`config.mk`:
```
export PLATFORM = sky130hd
export DESIGN_NAME = light_threshold_alert_logic
export DESIGN_NICKNAME = d
export VERILOG_FILES = /design/src/pkg/light_alert_pkg.sv /design/src/design/light_threshold_alert_logic.sv
export SDC_FILE = /design/constraint.sdc
export NUM_CORES = 1
export LEC_CHECK = 0
export ABC_AREA = 1
export BUFFER_PORTS_ARGS = -buffer_cell sky130_fd_sc_hd__clkbuf_2
export CAP_MARGIN = 20
export CORE_ASPECT_RATIO = 0.75
export CORE_MARGIN = 10
export CORE_UTILIZATION = 48
export DETAILED_ROUTE_END_ITERATION = 12
export PLACE_DENSITY = 0.73
export SYNTH_ARGS = -nofsm -noshare
export SYNTH_HDL_FRONTEND = slang
export SYNTH_SLANG_ARGS = --single-unit
export TNS_END_PERCENT = 20
```
`constraint.sdc`:
```
create_clock -name core_clk -period 3.94 [get_ports core_clk]
set_clock_uncertainty 0.15 [all_clocks]
set_input_delay 0.591 -clock core_clk [delete_from_list [all_inputs] [get_ports core_clk]]
set_output_delay 0.591 -clock core_clk [all_outputs]
set_load 0.02 [all_outputs]
```
`src/pkg/light_alert_pkg.sv`:
```
// Constants for the light threshold alert logic
// Function
// RL1 - Compare only the selected channel
// RL2 - Alert pin is open drain
// RL3 - Polarity applies to faults and pulses
// RL4 - Latch field picks hysteresis or window
// RL5 - Transparent pin follows hysteresis thresholds
// RL6 - Transparent flags follow last out-of-window side
// RL7 - Latched pin holds until status read
// RL8 - Latched flags hold until status read
// RL9 - Persistence needs consecutive faults before change
// RL10 - Function zero drives threshold fault logic
// RL11 - Function one pulses each conversion
// RL12 - Function three pulses every four conversions
// RL13 - Flags keep updating in pulse functions
// RL14 - Channels convert in round robin
// RL15 - Inside window resets persistence, reserved functions
package light_alert_pkg;
  localparam int ADDR_W = 8;
  localparam int DATA_W = 32;
  // Register offsets
  localparam logic [7:0] OFS_THRESH_LOW = 8'h08;
  localparam logic [7:0] OFS_THRESH_HIGH = 8'h09;
  localparam logic [7:0] OFS_CONFIG = 8'h0a;
  localparam logic [7:0] OFS_STATE = 8'h0b;
  localparam logic [7:0] OFS_FLAGS = 8'h0c;
  // Config field positions
  localparam int CFG_FAULT_LSB = 0;
  localparam int CFG_CHSEL_LSB = 2;
  localparam int CFG_LATCH_BIT = 4;
  localparam int CFG_POL_BIT = 5;
  localparam int CFG_FUNC_LSB = 6;
  localparam int CFG_W = 8;
  localparam logic [7:0] CONFIG_RESET = 8'h00;
  // Flag bit positions
  localparam int FLAG_LOW_BIT = 0;
  localparam int FLAG_HIGH_BIT = 1;
  // Alert function encodings
  localparam logic [1:0] FUNC_FAULT = 2'h0;
  localparam logic [1:0] FUNC_EACH_CONV = 2'h1;
  localparam logic [1:0] FUNC_ALL_CONV = 2'h3;
  localparam logic [1:0] LAST_CHANNEL = 2'h3;
  // Pulse timing
  localparam int CLK_PERIOD_NS = 50;
  localparam int PULSE_NS = 1000;
  localparam int PULSE_CYC_INT = (PULSE_NS + CLK_PERIOD_NS - 1) / CLK_PERIOD_NS;
  localparam logic [5:0] PULSE_CYC = 6'(PULSE_CYC_INT < 1 ? 1 : PULSE_CYC_INT);
  // Fault side of a measurement
  typedef enum logic [1:0] {SIDE_NONE, SIDE_HIGH, SIDE_LOW} side_type;
endpackage

```
`src/design/light_threshold_alert_logic.sv`:
```
// Threshold comparison, persistence and alert pin control
//
// Implementation choices: the register addresses and the plain strobed port.
`timescale 1ns/10ps
`default_nettype none
module light_threshold_alert_logic import light_alert_pkg::*; #(
  parameter int RES_W = 28,
  parameter int CNT_W = 4
) (
  input wire logic core_clk,
  input wire logic resetn,
  input wire logic [ADDR_W-1:0] reg_addr,
  input wire logic [DATA_W-1:0] reg_wdata,
  input wire logic reg_wr,
  input wire logic reg_rd,
  output logic [DATA_W-1:0] reg_rdata,
  input wire logic conv_done,
  input wire logic [RES_W-1:0] conv_result,
  output logic [1:0] conv_channel,
  output logic alert_o,
  output logic alert_oe
);

  // Needed consecutive faults: 1, 2, 4 or 8
  function automatic logic [CNT_W-1:0] fault_need(input logic [1:0] code);
    fault_need = CNT_W'(1) << code;
  endfunction

  logic [RES_W-1:0] thresh_low_q, thresh_low_d;
  logic [RES_W-1:0] thresh_high_q, thresh_high_d;
  logic [CFG_W-1:0] config_q, config_d;
  logic [DATA_W-1:0] rdata_q, rdata_d;
  logic flag_high_q, flag_high_d;
  logic flag_low_q, flag_low_d;
  logic fault_alert_q, fault_alert_d;
  logic [CNT_W-1:0] fault_cnt_q, fault_cnt_d;
  side_type last_side_q, last_side_d;
  logic [1:0] conv_ch_q, conv_ch_d;
  logic [5:0] pulse_cnt_q, pulse_cnt_d;
  logic alert_oe_q, alert_oe_d;
  logic alert_o_q;

  logic [1:0] fault_code;
  logic [1:0] ch_sel;
  logic latch_mode;
  logic alert_polarity;
  logic [1:0] alert_function;
  logic sel_conv;
  side_type side;
  logic trig_high;
  logic trig_low;
  logic flags_clear;
  logic alert_active;

  assign fault_code = config_q[CFG_FAULT_LSB +: 2];
  assign ch_sel = config_q[CFG_CHSEL_LSB +: 2];
  assign latch_mode = config_q[CFG_LATCH_BIT];
  assign alert_polarity = config_q[CFG_POL_BIT];
  assign alert_function = config_q[CFG_FUNC_LSB +: 2];

  // Register writes
  always_comb begin
    thresh_low_d = thresh_low_q;
    thresh_high_d = thresh_high_q;
    config_d = config_q;
    if (reg_wr) begin
      case (reg_addr)
        OFS_THRESH_LOW: thresh_low_d = reg_wdata[RES_W-1:0];
        OFS_THRESH_HIGH: thresh_high_d = reg_wdata[RES_W-1:0];
        OFS_CONFIG: config_d = reg_wdata[CFG_W-1:0];
        default: config_d = config_q;
      endcase
    end
  end

  // Read data, one cycle after the strobe, zero elsewhere
  always_comb begin
    rdata_d = '0;
    if (reg_rd) begin
      case (reg_addr)
        OFS_THRESH_LOW: rdata_d = DATA_W'(thresh_low_q);
        OFS_THRESH_HIGH: rdata_d = DATA_W'(thresh_high_q);
        OFS_CONFIG: rdata_d = DATA_W'(config_q);
        OFS_STATE: rdata_d = DATA_W'({fault_alert_q, conv_ch_q, fault_cnt_q});
        OFS_FLAGS: rdata_d = DATA_W'({flag_high_q, flag_low_q});
        default: rdata_d = '0;
      endcase
    end
  end

  always_ff @(posedge core_clk or negedge resetn) begin
    if (!resetn) begin
      thresh_low_q <= '0;
      thresh_high_q <= '1;
      config_q <= CONFIG_RESET;
      rdata_q <= '0;
    end else begin
      thresh_low_q <= thresh_low_d;
      thresh_high_q <= thresh_high_d;
      config_q <= config_d;
      rdata_q <= rdata_d;
    end
  end

  // RL14 round robin channel
  always_comb begin
    conv_ch_d = conv_done ? conv_ch_q + 2'h1 : conv_ch_q;
  end

  // RL1 only the selected channel counts
  assign sel_conv = conv_done && (conv_ch_q == ch_sel);

  // Classify the measurement against the window
  always_comb begin
    side = SIDE_NONE;
    if (conv_result > thresh_high_q) begin
      side = SIDE_HIGH;
    end else if (conv_result < thresh_low_q) begin
      side = SIDE_LOW;
    end
  end

  // RL9 RL15 consecutive fault persistence
  always_comb begin
    fault_cnt_d = fault_cnt_q;
    last_side_d = last_side_q;
    trig_high = 1'b0;
    trig_low = 1'b0;
    if (sel_conv) begin
      last_side_d = side;
      if (side == SIDE_NONE) begin
        fault_cnt_d = '0;
      end else begin
        if (side != last_side_q) begin
          fault_cnt_d = CNT_W'(1);
        end else if (fault_cnt_q < fault_need(fault_code)) begin
          fault_cnt_d = fault_cnt_q + CNT_W'(1);
        end
        trig_high = (side == SIDE_HIGH) && (fault_cnt_d >= fault_need(fault_code));
        trig_low = (side == SIDE_LOW) && (fault_cnt_d >= fault_need(fault_code));
      end
    end
  end

  // Status read clears latched state
  assign flags_clear = reg_rd && (reg_addr == OFS_FLAGS) && latch_mode;

  // RL4 RL13 flags and fault alert per mode, independent of function
  always_comb begin
    flag_high_d = flag_high_q;
    flag_low_d = flag_low_q;
    fault_alert_d = fault_alert_q;
    if (latch_mode) begin
      // RL7 RL8 latched window, set wins over clear
      if (flags_clear) begin
        flag_high_d = 1'b0;
        flag_low_d = 1'b0;
        fault_alert_d = 1'b0;
      end
      if (trig_high) begin
        flag_high_d = 1'b1;
        fault_alert_d = 1'b1;
      end
      if (trig_low) begin
        flag_low_d = 1'b1;
        fault_alert_d = 1'b1;
      end
    end else begin
      // RL5 RL6 transparent hysteresis
      if (trig_high) begin
        flag_high_d = 1'b1;
        flag_low_d = 1'b0;
        fault_alert_d = 1'b1;
      end else if (trig_low) begin
        flag_high_d = 1'b0;
        flag_low_d = 1'b1;
        fault_alert_d = 1'b0;
      end
    end
  end

  // RL11 RL12 conversion complete pulse
  always_comb begin
    pulse_cnt_d = (pulse_cnt_q != '0) ? pulse_cnt_q - 6'h1 : pulse_cnt_q;
    if (conv_done && (alert_function == FUNC_EACH_CONV)) begin
      pulse_cnt_d = PULSE_CYC;
    end else if (conv_done && (alert_function == FUNC_ALL_CONV)
                 && (conv_ch_q == LAST_CHANNEL)) begin
      pulse_cnt_d = PULSE_CYC;
    end
  end

  // RL10 RL15 pin source by function, reserved stays inactive
  always_comb begin
    case (alert_function)
      FUNC_FAULT: alert_active = fault_alert_d;
      FUNC_EACH_CONV: alert_active = (pulse_cnt_d != '0);
      FUNC_ALL_CONV: alert_active = (pulse_cnt_d != '0);
      default: alert_active = 1'b0;
    endcase
    // RL2 RL3 pull low when the pin level must be low
    alert_oe_d = alert_polarity ? !alert_active : alert_active;
  end

  always_ff @(posedge core_clk or negedge resetn) begin
    if (!resetn) begin
      flag_high_q <= 1'b0;
      flag_low_q <= 1'b0;
      fault_alert_q <= 1'b0;
      fault_cnt_q <= '0;
      last_side_q <= SIDE_NONE;
      conv_ch_q <= 2'h0;
      pulse_cnt_q <= '0;
      alert_oe_q <= 1'b1;
      alert_o_q <= 1'b0;
    end else begin
      flag_high_q <= flag_high_d;
      flag_low_q <= flag_low_d;
      fault_alert_q <= fault_alert_d;
      fault_cnt_q <= fault_cnt_d;
      last_side_q <= last_side_d;
      conv_ch_q <= conv_ch_d;
      pulse_cnt_q <= pulse_cnt_d;
      alert_oe_q <= alert_oe_d;
      alert_o_q <= 1'b0;
    end
  end

  // Outputs from flops
  assign reg_rdata = rdata_q;
  assign conv_channel = conv_ch_q;
  assign alert_o = alert_o_q;
  assign alert_oe = alert_oe_q;
endmodule
`default_nettype wire

```
==> impl_results.md, run 1 <==
- Yosys warning count: 0
- Worst Path Max Fanout: 4
- CP arrival: 3.75 ns
- Core area: 13600 um^2
- Final #Nets: 1054
- Synth area leaders: dfrtp_1 (31%), nand2_1 (13%), ha_1 (12%)
- Reg area: 2790 um^2
- Crit path required time: 4.07 ns
- Global-route wire length before repair: 26.9 mm
- Top cell type by total area after synthesis: dfrtp_1
- Tmin final: 3.62 ns
- Slew headroom: 43.9%
- Starting Density: 48.6%
- Die H: 122 um
- GR Overflow Total: 0
- CTS root buf: clkbuf_16
- Distinct cell type count after synthesis: 36
- Post-synth ARST share: 100%
- Sink Count: 110
- Routed wire length: 16.0 mm
- Crit end category: flop
- Post-synth top flop: dfrtp_1
- RSZ-0062 raised after global routing: false
- # Max-Cap Violations: 0
- Fin. Hold Viols: 0
- Total power draw: 0.00300 W
- WL/cell: 14.6 um
- GR Util met1: 24.2%
- Vias per inst: 4.99
- Setup Buffers After CTS: 0
- Reg clk slew, reported paths: 0.08 ns
- H-tree Lvls: 3
- RD Place Congestion: 0.859
- Worst VDD drop: 0.319 mV
- Power Dens Cells: 398 nW/um^2
- Antenna Cells: 0
- FF-to-FF setup slack: 0.32 ns
- GRT busiest layer: met2
- Synth top area share: 30.7%
- CTS max path bufs: 2
- Worst-margin pin slew: 0.841 ns
- Die X: 156 um
- Final worst-path cycle share: 91.8%
- GR Layer Usage met3: 4.08%
- Gr usage total: 17.3%
- # setup viols final: 0
- Via count: 5466
- Post-synth EDFFs: 0
- Die footprint: 18900 um^2
- Startpoint Class: flop
- Most common cell in the synthesized netlist: nand2_1
- Post-Route Utilization: 55.5%
- Syn Inst Count: 818
- Largest net degree at the start of global routing: 111
- Cts bufs inserted: 9
- Initial antenna violation count: 0
- Seq/Total Area, Yosys: 42.2%
- Cts repair resizes: 0
- Kind of critical path: flop to flop
- Share of cells above drive strength 1: 21.8%
- Setup TNS: 0 ns
- I/O Buffers: 99
- Status: finished, final reports clean
- Area Growth Syn to Fin: 14.2%
- Fill cells: 1287
- Vias in the first global route: 5391
- Lkg Pwr: 3.80 nW
- HPWL after detailed placement: 12.3 mm
- Hold buffer count at CTS: 0
- Area of the multi-input gates: 3110 um^2
- # DRC: 0
- Yosys reg bits: 110
- Hold Slack: 0.128 ns
- First drt pass iteration count: 5
- TritonCTS clock tree: built
- Synthesized area per cell: 8.08 um^2
- Worst min path class: input port to asynchronous set/reset pin
- Max-slew violations: 0
- Post-route ant nets: 0
- Post-Syn Area: 6610 um^2
- Standard-cell rows: 37
- Worst skew pair latency: 0.34 ns
- I/O Pins: 109
- DRT iter0 DRCs: 404
- Commonest cells post-synth: nand2_1 (229), inv_1 (144), dfrtp_1 (81)
- Fmax: 277 MHz
- Met2 usage: 26.9%
[power by group]
part	total, W	switching [W]	leakage, nW	internal (W)
clock	0.000868	0.000429	0.142	0.000439
sequential	0.00135	0.0000913	1.40	0.00126
combinational	0.000788	0.000492	2.26	0.000296
[per-layer routing]
| metal | wire [um] | up-vias |
|---|---|---|
| met3 | 1140 | 14 |
| met2 | 7150 | 165 |
| li1 | - | 2786 |
| met4 | 162 | 0 |
| met5 | 0 | - |
| met1 | 7570 | 2501 |
[kinds of logic (layout without fill, tap and decap cells)]
group	Yosys count	count (layout)	share of synthesized area [%]
simple gates	308	308	19.2
buf+inv	177	275	11.1
compound gates	149	149	14.0
flops	110	110	42.2
fa+ha+maj	66	66	12.5
xor+xnor	7	7	0.927
other cells	1	5	0.0567
[final timing paths]
path                                    from  cells after the start           endpoint
min in group core_clk          reg_wdata[21]                      3  thresh_high_q[21]
max in group asynchronous             resetn                      2         flag_low_q
setup / recovery           thresh_high_q[19]                     25           alert_oe
hold reg to reg             thresh_high_q[7]                      2   thresh_high_q[7]
hold / removal                        resetn                      2   thresh_low_q[11]
setup reg to reg           thresh_high_q[19]                     25           alert_oe
[final cells by class]
type | instances | area share (%)
clock buffer | 9 | 2.98
clock inverter | 7 | 0.746
inverter | 152 | 7.56
multi-input combinational | 535 | 41.2
sequential | 110 | 36.9
tap | 175 | 2.90
timing repair buffer | 107 | 7.72
[registers in the layout (all words and copies together) (netlist names), 2 cells and up]
| register | cells |
|---|---|
| pulse_cnt_q | 6 |
| config_q | 8 |
| reg_rdata | 28 |
| thresh_high_q | 28 |
| conv_channel | 2 |
| fault_cnt_q | 4 |
| last_side_q | 2 |
| thresh_low_q | 28 |
[through the flow]
| stage | instance area (um^2) | worst slack [ns] | cells |
|---|---|---|---|
| 3_5_place_dp | 7270 | 0.186 | 1079 |
| 5_1_grt | 7550 | 0.0000617 | 1095 |
| 4_1_cts | 7550 | 0.361 | 1095 |
| 6_report | 7550 | 0.324 | 1095 |
| 3_3_place_gp | 7270 | 0.229 | 1079 |
| 2_1_floorplan | 6630 | 0.784 | 822 |
[worst max-delay path, cell delays in order (launching register included)]
cell and delay, ns:
dfstp_2 0.54, inv_1 0.04, ha_1 0.28, nand2_1 0.07, nor2_1 0.15, nand4_1 0.13
nor2_1 0.18, nand2_1 0.07, nand2_1 0.11, nand2_2 0.09, nand2_1 0.06, o21ai_1 0.07
nor2_2 0.21, nand2_1 0.10, inv_1 0.07, ha_1 0.23, a21oi_1 0.17, o211ai_1 0.15
nand4_1 0.16, nand2_1 0.06, inv_1 0.08, nand2_1 0.08, nand3_1 0.11, nand2_1 0.06
nand2_1 0.06, nand2_1 0.05
[cell usage in the layout (no fill, tap or decap), drive strengths merged]
master and n:
nand2 231, inv 155, clkbuf 107, dfrtp 81
o21ai 76, ha 66, a21oi 44, nor2 44
dfstp 29, nand3 16, o22ai 9, buf 9
nand4 7, xor2 7, a221oi 6, a21o 5
conb 5, o211ai 5, nor3 4, clkinv 4
and2 3, nor4 2, o31ai 2, a31oi 1
or2 1, a21boi 1
Note: power is estimated with default switching activity, not from simulation.
==> run 2: changes to the inputs <==
Settings changed: CTS_CLUSTER_SIZE set to 12, RECOVER_POWER set to 25.
==> run 2 against run 1 <==
Net effect: critical path depth unchanged; largest cell class unchanged; the flow now finishes with violations (capacitance limit, slew limit); count of clock-buffer cells in the layout unchanged; largest power group unchanged; cell area down 0.20%.
==> impl_results.md, run 2 (synthesis gave the netlist of run 1 again) <==
- GR Overflow Total: 0 (unchanged)
- Antenna Cells: 0 (unchanged)
- Worst skew pair latency: 0.34 ns (about the same)
- Fill cells: 1289 (+0.16%)
- Slew headroom: -79.1% (-120 points)
- Final #Nets: 1054 (unchanged)
- Gr usage total: 17.3% (unchanged)
- Die H: 122 um (unchanged)
- Post-route ant nets: 0 (unchanged)
- WL/cell: 14.7 um (+0.17%)
- I/O Pins: 109 (unchanged)
- Final worst-path cycle share: 91.8% (about the same)
- Reg area: 2790 um^2 (unchanged)
- Area of the multi-input gates: 3110 um^2 (unchanged)
- CTS root buf: clkbuf_16
- TritonCTS clock tree: built
- Fmax: 277 MHz (about the same)
- Setup TNS: 0 ns (unchanged)
- Worst R2R Start: thresh_high_q[19]
- Cts bufs inserted: 9 (unchanged)
- RD Place Congestion: 0.859 (unchanged)
- Core area: 13600 um^2 (unchanged)
- Worst-margin pin slew: 2.69 ns (+1.84 ns)
- # setup viols final: 0 (unchanged)
- Setup Buffers After CTS: 0 (unchanged)
- Routed wire length: 16.1 mm (+0.17%)
- Via count: 5456 (-0.18%)
- Most common cell after layout, fill and taps aside: nand2_1
- Power Dens Cells: 398 nW/um^2 (about the same)
- # DRC: 0 (unchanged)
- Worst VDD drop: 0.319 mV (about the same)
- Tmin final: 3.62 ns (-0.000446 ns)
- Hold buffer count at CTS: 0 (unchanged)
- Post-Route Utilization: 55.4% (-0.11 points)
- Starting Density: 48.6% (unchanged)
- HPWL after detailed placement: 12.3 mm (unchanged)
- Status: finished with violations
- # Max-Cap Violations: 1 (+1)
- Violated checks: capacitance limit, slew limit
- Kind of critical path: flop to flop
- Standard-cell rows: 37 (unchanged)
- CTS max path bufs: 2 (unchanged)
- Crit path capture: alert_oe
- Global-route wire length before repair: 26.9 mm (unchanged)
- Die footprint: 18900 um^2 (unchanged)
- CP arrival: 3.74 ns (about the same)
- Crit end category: flop
- I/O Buffers: 99 (unchanged)
- Cts repair resizes: 0 (unchanged)
- Die X: 156 um (unchanged)
- Share of cells above drive strength 1: 21.8% (unchanged)
- Reg clk slew, reported paths: 0.08 ns (about the same)
- Startpoint Class: flop
- Largest net degree at the start of global routing: 111 (unchanged)
- Area Growth Syn to Fin: 14.0%
- Most frequent cells in the layout: nand2_1 (228), inv_1 (144), clkbuf_2 (99)
- FF-to-FF setup slack: 0.32 ns (about the same)
- Sink Count: 110 (unchanged)
- Crit path required time: 4.07 ns (about the same)
- Max-slew violations: 111 (+111)
- H-tree Lvls: 3 (unchanged)
- Fin. Hold Viols: 0 (unchanged)
- DRT iter0 DRCs: 405 (+0.25%)
- RSZ-0062 raised after global routing: false
- Worst-case reg-to-reg path depth: 25 (unchanged)
- Crit path from: thresh_high_q[19]
- First drt pass iteration count: 5 (unchanged)
- Initial antenna violation count: 0 (unchanged)
- R2R Path End: alert_oe
- Worst Path Max Fanout: 4 (unchanged)
- Worst min path class: input port to flop
- Vias in the first global route: 5391 (unchanged)
- Vias per inst: 4.98 (-0.18%)
- Lkg Pwr: 3.79 nW (-0.14%)
[run 2: cell types whose count changed in the layout (fill, tap and decap cells not counted)]
| cell | delta |
|---|---|
| clkbuf_4 | +1 |
| buf_4 | -1 |
| buf_12 | -1 |
| clkbuf_2 | +1 |
[run 2: worst max-delay path: stages (launching register included)]
cell	delay [ns]
dfstp_2	0.54
inv_1	0.04
ha_1	0.28
nand2_1	0.07
nor2_1	0.15
nand4_1	0.13
nor2_1	0.18
nand2_1	0.07
nand2_1	0.11
nand2_2	0.09
nand2_1	0.06
o21ai_1	0.07
nor2_2	0.21
nand2_1	0.10
inv_1	0.07
ha_1	0.23
a21oi_1	0.17
o211ai_1	0.15
nand4_1	0.16
nand2_1	0.06
inv_1	0.08
nand2_1	0.08
nand3_1	0.11
nand2_1	0.06
nand2_1	0.06
nand2_1	0.05
[run 2: per-layer routing]
layer  part of all wire [%]  GRT usage [%]  vias to the layer above
met2                     45           26.9                      163
li1                       -              -                     2787
met4                   0.93           3.15                        0
met1                     47           24.2                     2494
met3                    6.8           4.08                       12
met5                      0              0                        -
[run 2: worst min-delay path by stage]
stage / from / to / slack, ns / depth (start not counted)
2_1_floorplan: resetn / config_q[0] / 0.15 / 0
3_3_place_gp: thresh_high_q[7] / thresh_high_q[7] / 0.31 / 2
3_5_place_dp: thresh_high_q[7] / thresh_high_q[7] / 0.32 / 2
4_1_cts: resetn / reg_rdata[8] / 0.20 / 2
5_1_grt: reg_wdata[21] / thresh_high_q[21] / 0.31 / 3
6_report: reg_wdata[21] / thresh_high_q[21] / 0.30 / 3
[run 2: metrics by stage]
step | setup slack [ns] | power (W) | instance area, um^2 | hold slack [ns] | cells
after floorplan | 0.784 | 0.00192 | 6630 | 0.145 | 822
after global placement | 0.229 | 0.00213 | 7270 | 0.313 | 1079
after detailed placement | 0.186 | 0.00215 | 7270 | 0.321 | 1079
after CTS | 0.361 | 0.00302 | 7550 | 0.199 | 1095
after global routing | 0.0000617 | 0.00322 | 7540 | 0.306 | 1095
final | 0.325 | 0.00300 | 7540 | 0.302 | 1095
[run 2: final cells by class]
type	instances	share of cell area, %
Clock buffer	9	2.99
Clock inverter	7	0.747
Inverter	152	7.57
Multi-Input combinational cell	535	41.2
Sequential cell	110	37.0
Tap cell	175	2.91
Timing Repair Buffer	107	7.54
[run 2: where the power goes]
| group | switching [W] | total, W | internal [W] | leakage (nW) |
|---|---|---|---|---|
| Combinational | 0.000491 | 0.000786 | 0.000294 | 2.25 |
| Clock | 0.000428 | 0.000867 | 0.000439 | 0.142 |
| Sequential | 0.0000911 | 0.00135 | 0.00126 | 1.40 |
==> run 3: changes to the inputs <==
Settings changed: REMOVE_ABC_BUFFERS set to 1.
==> run 3 against run 2 <==
Net effect: the flow still finishes with violations (capacitance limit, slew limit); via count shrank 0.73%; register-to-register slack gained 0.06 ns; routed wire length grew 0.99%; global-route usage grew 0.33 points; sequential share of layout area shrank 0.13 points; maximum frequency grew 1.7%; combinational power is essentially flat; worst hold slack lost 0.014 ns; highest routed layer is now met5.
==> impl_results.md, run 3 (synthesis gave the netlist of run 1 again) <==
- Status: finished with violations
- Violated checks: capacitance limit, slew limit
- Most frequent cells in the layout: nand2_1 (228), inv_1 (144), clkbuf_2 (99)
- Fin. Hold Viols: 0 (unchanged)
- # setup viols final: 0 (unchanged)
- Die footprint: 18900 um^2 (unchanged)
- Max-slew violations: 70 (-37%)
- Final worst-path cycle share: 90.2% (-1.5 points)
- GR Overflow Total: 0 (unchanged)
- CP arrival: 3.70 ns (-0.04 ns)
- Worst-case reg-to-reg path depth: 24 (-4.0%)
- Routed wire length: 16.2 mm (+0.99%)
- Post-route cell area: 7560 um^2 (+0.35%)
- Core area: 13600 um^2 (unchanged)
- Worst-margin pin slew: 1.73 ns (-0.953 ns)
- Tmin final: 3.56 ns (-0.0600 ns)
- Cells on Worst Hold Path: 3 (unchanged)
- Crit end category: flop
- Power Dens Cells: 403 nW/um^2 (+1.4%)
- R2R Path End: alert_oe
- Initial antenna violation count: 1 (+1)
- CTS max path bufs: 2 (unchanged)
- CTS root buf: clkbuf_16
- Cts bufs inserted: 9 (unchanged)
- I/O Buffers: 99 (unchanged)
- Hold Path End: thresh_high_q[21]
- FF-to-FF setup slack: 0.38 ns (+0.06 ns)
- I/O Pins: 109 (unchanged)
- Vias in the first global route: 5372 (-0.35%)
- DRT iter0 DRCs: 327 (-19%)
- Vias per inst: 4.95 (-0.64%)
- RSZ-0062 raised after global routing: false
- Worst hold start: reg_wdata[21]
- # Max-Cap Violations: 1 (unchanged)
- # DRC: 0 (unchanged)
- Fill cells: 1281 (-0.62%)
- Fmax: 281 MHz (+1.7%)
- Worst VDD drop: 0.219 mV (-31%)
- Reg clk slew, reported paths: 0.07 ns (about the same)
- Slowest CP cell: dfstp_2
- Area post-placement: 7260 um^2 (-0.10%)
- Standard-cell rows: 37 (unchanged)
- Slew headroom: -15.5% (+64 points)
- Largest net degree at the start of global routing: 71 (-36%)
- Die H: 122 um (unchanged)
- Sink Count: 110 (unchanged)
- First drt pass iteration count: 5 (unchanged)
- Share of cells above drive strength 1: 21.9% (+0.024 points)
- Lkg Pwr: 3.80 nW (+0.14%)
- Worst min path class: input port to flop
- Crit path required time: 4.08 ns (about the same)
- Area Growth Syn to Fin: 14.4%
- Most common cell after layout, fill and taps aside: nand2_1
- Kind of critical path: flop to flop
- H-tree Lvls: 3 (unchanged)
- Setup Buffers After CTS: 0 (unchanged)
- Post-route ant nets: 0 (unchanged)
- RD Place Congestion: 0.871 (+1.4%)
- Worst R2R Start: thresh_high_q[27]
- Setup TNS: 0 ns (unchanged)
- Die X: 156 um (unchanged)
- Final #Nets: 1053 (-0.095%)
- CP max stage delay: 0.54 ns (about the same)
- Worst skew pair latency: 0.35 ns (about the same)
- Most frequent CP cell: nand2_1
- Via count: 5416 (-0.73%)
- TritonCTS clock tree: built
- CP Cell Sequence: inv_1 -> ha_1 -> a21o_1 -> nor2_1 -> nand2_1 -> a21oi_1 -> nand2_1 -> nand2_2 -> nand2_1 -> o21ai_1 -> nor2_2 -> nand2_1 -> inv_1 -> ha_1 -> nand2_1 -> o211ai_1 -> nand4_1 -> nand2_1 -> inv_1 -> nand2_1 -> nand3_1 -> nand2_1 -> nand2_1 -> nand2_1
- Worst Path Max Fanout: 4 (unchanged)
- WL/cell: 14.8 um (+1.1%)
- Antenna Cells: 0 (unchanged)
- Global-route wire length before repair: 27.0 mm (+0.36%)
- Gr usage total: 17.6% (+0.33 points)
- Starting Density: 48.6% (unchanged)
- HPWL after detailed placement: 12.3 mm (+0.25%)
- Startpoint Class: flop
run 3: cell types whose count changed in the layout (fill, tap and decap cells not counted), sizes merged:
cell / previous run / this run
inv: 155 / 152
bufinv: 0 / 1
clkinvlp: 0 / 1
run 3: area by class of cell:
cell class                 instances  area (um^2)  share of cell area (%)
clock buffer                      10          239                    3.16
clock inverter                     6         61.3                   0.811
inverter                         152          571                    7.54
multi-input combinational        535         3110                    41.1
sequential                       110         2790                    36.9
tap                              175          219                    2.90
timing repair buffer             106          573                    7.58
run 3: repair_timing:
item	CTS	global route
setup endpoints to repair	0	1
hold buffers	0	0
gates resized for setup	0	1
run 3: worst max-delay path: cells and delay by family, from the launching register on:
kind	cells	cell delay [ns]
and+or+nand+nor	15	1.36
AOI/OAI and AO/OA	4	0.70
adders and majority gates	2	0.59
DFF	1	0.54
buffers and inverters	3	0.14
run 3: how the worst max path moves through the flow:
stage	to	startpoint	slack, ns
floorplan	alert_oe	conv_result[19]	0.78
global placement	alert_oe	conv_result[25]	0.28
detailed placement	alert_oe	conv_result[25]	0.22
CTS	alert_oe	thresh_high_q[27]	0.37
global route	alert_oe	thresh_high_q[27]	0.02
finish	alert_oe	thresh_high_q[27]	0.38
run 3: per-layer routing:
metal / wire length, um / vias up / global-route usage (%) / share of wire, %
met5: 13 / - / 0 / 0.080
met4: 161 / 2 / 4.38 / 0.99
met3: 1090 / 15 / 5.00 / 6.7
met2: 7100 / 126 / 26.9 / 44
met1: 7840 / 2497 / 24.2 / 48
li1: - / 2776 / - / -
run 3: metrics by stage:
| stage | hold slack, ns | total power (W) | cells | utilization [%] | setup slack (ns) |
|---|---|---|---|---|---|
| detailed placement | 0.316 | 0.00215 | 1078 | 53.4 | 0.219 |
| global route | 0.291 | 0.00326 | 1094 | 55.6 | 0.0244 |
| global placement | 0.312 | 0.00212 | 1078 | 53.4 | 0.284 |
| finish | 0.288 | 0.00305 | 1094 | 55.6 | 0.385 |
| floorplan | 0.145 | 0.00191 | 797 | - | 0.784 |
| CTS | 0.251 | 0.00307 | 1094 | 55.6 | 0.371 |
run 3: where the power goes:
part | leakage [nW] | total [W] | switching, W | internal, W
Combinational | 2.25 | 0.000786 | 0.000489 | 0.000297
Sequential | 1.40 | 0.00135 | 0.0000918 | 0.00126
Clock | 0.148 | 0.000918 | 0.000409 | 0.000508
Total | 3.80 | 0.00305 | 0.000990 | 0.00206
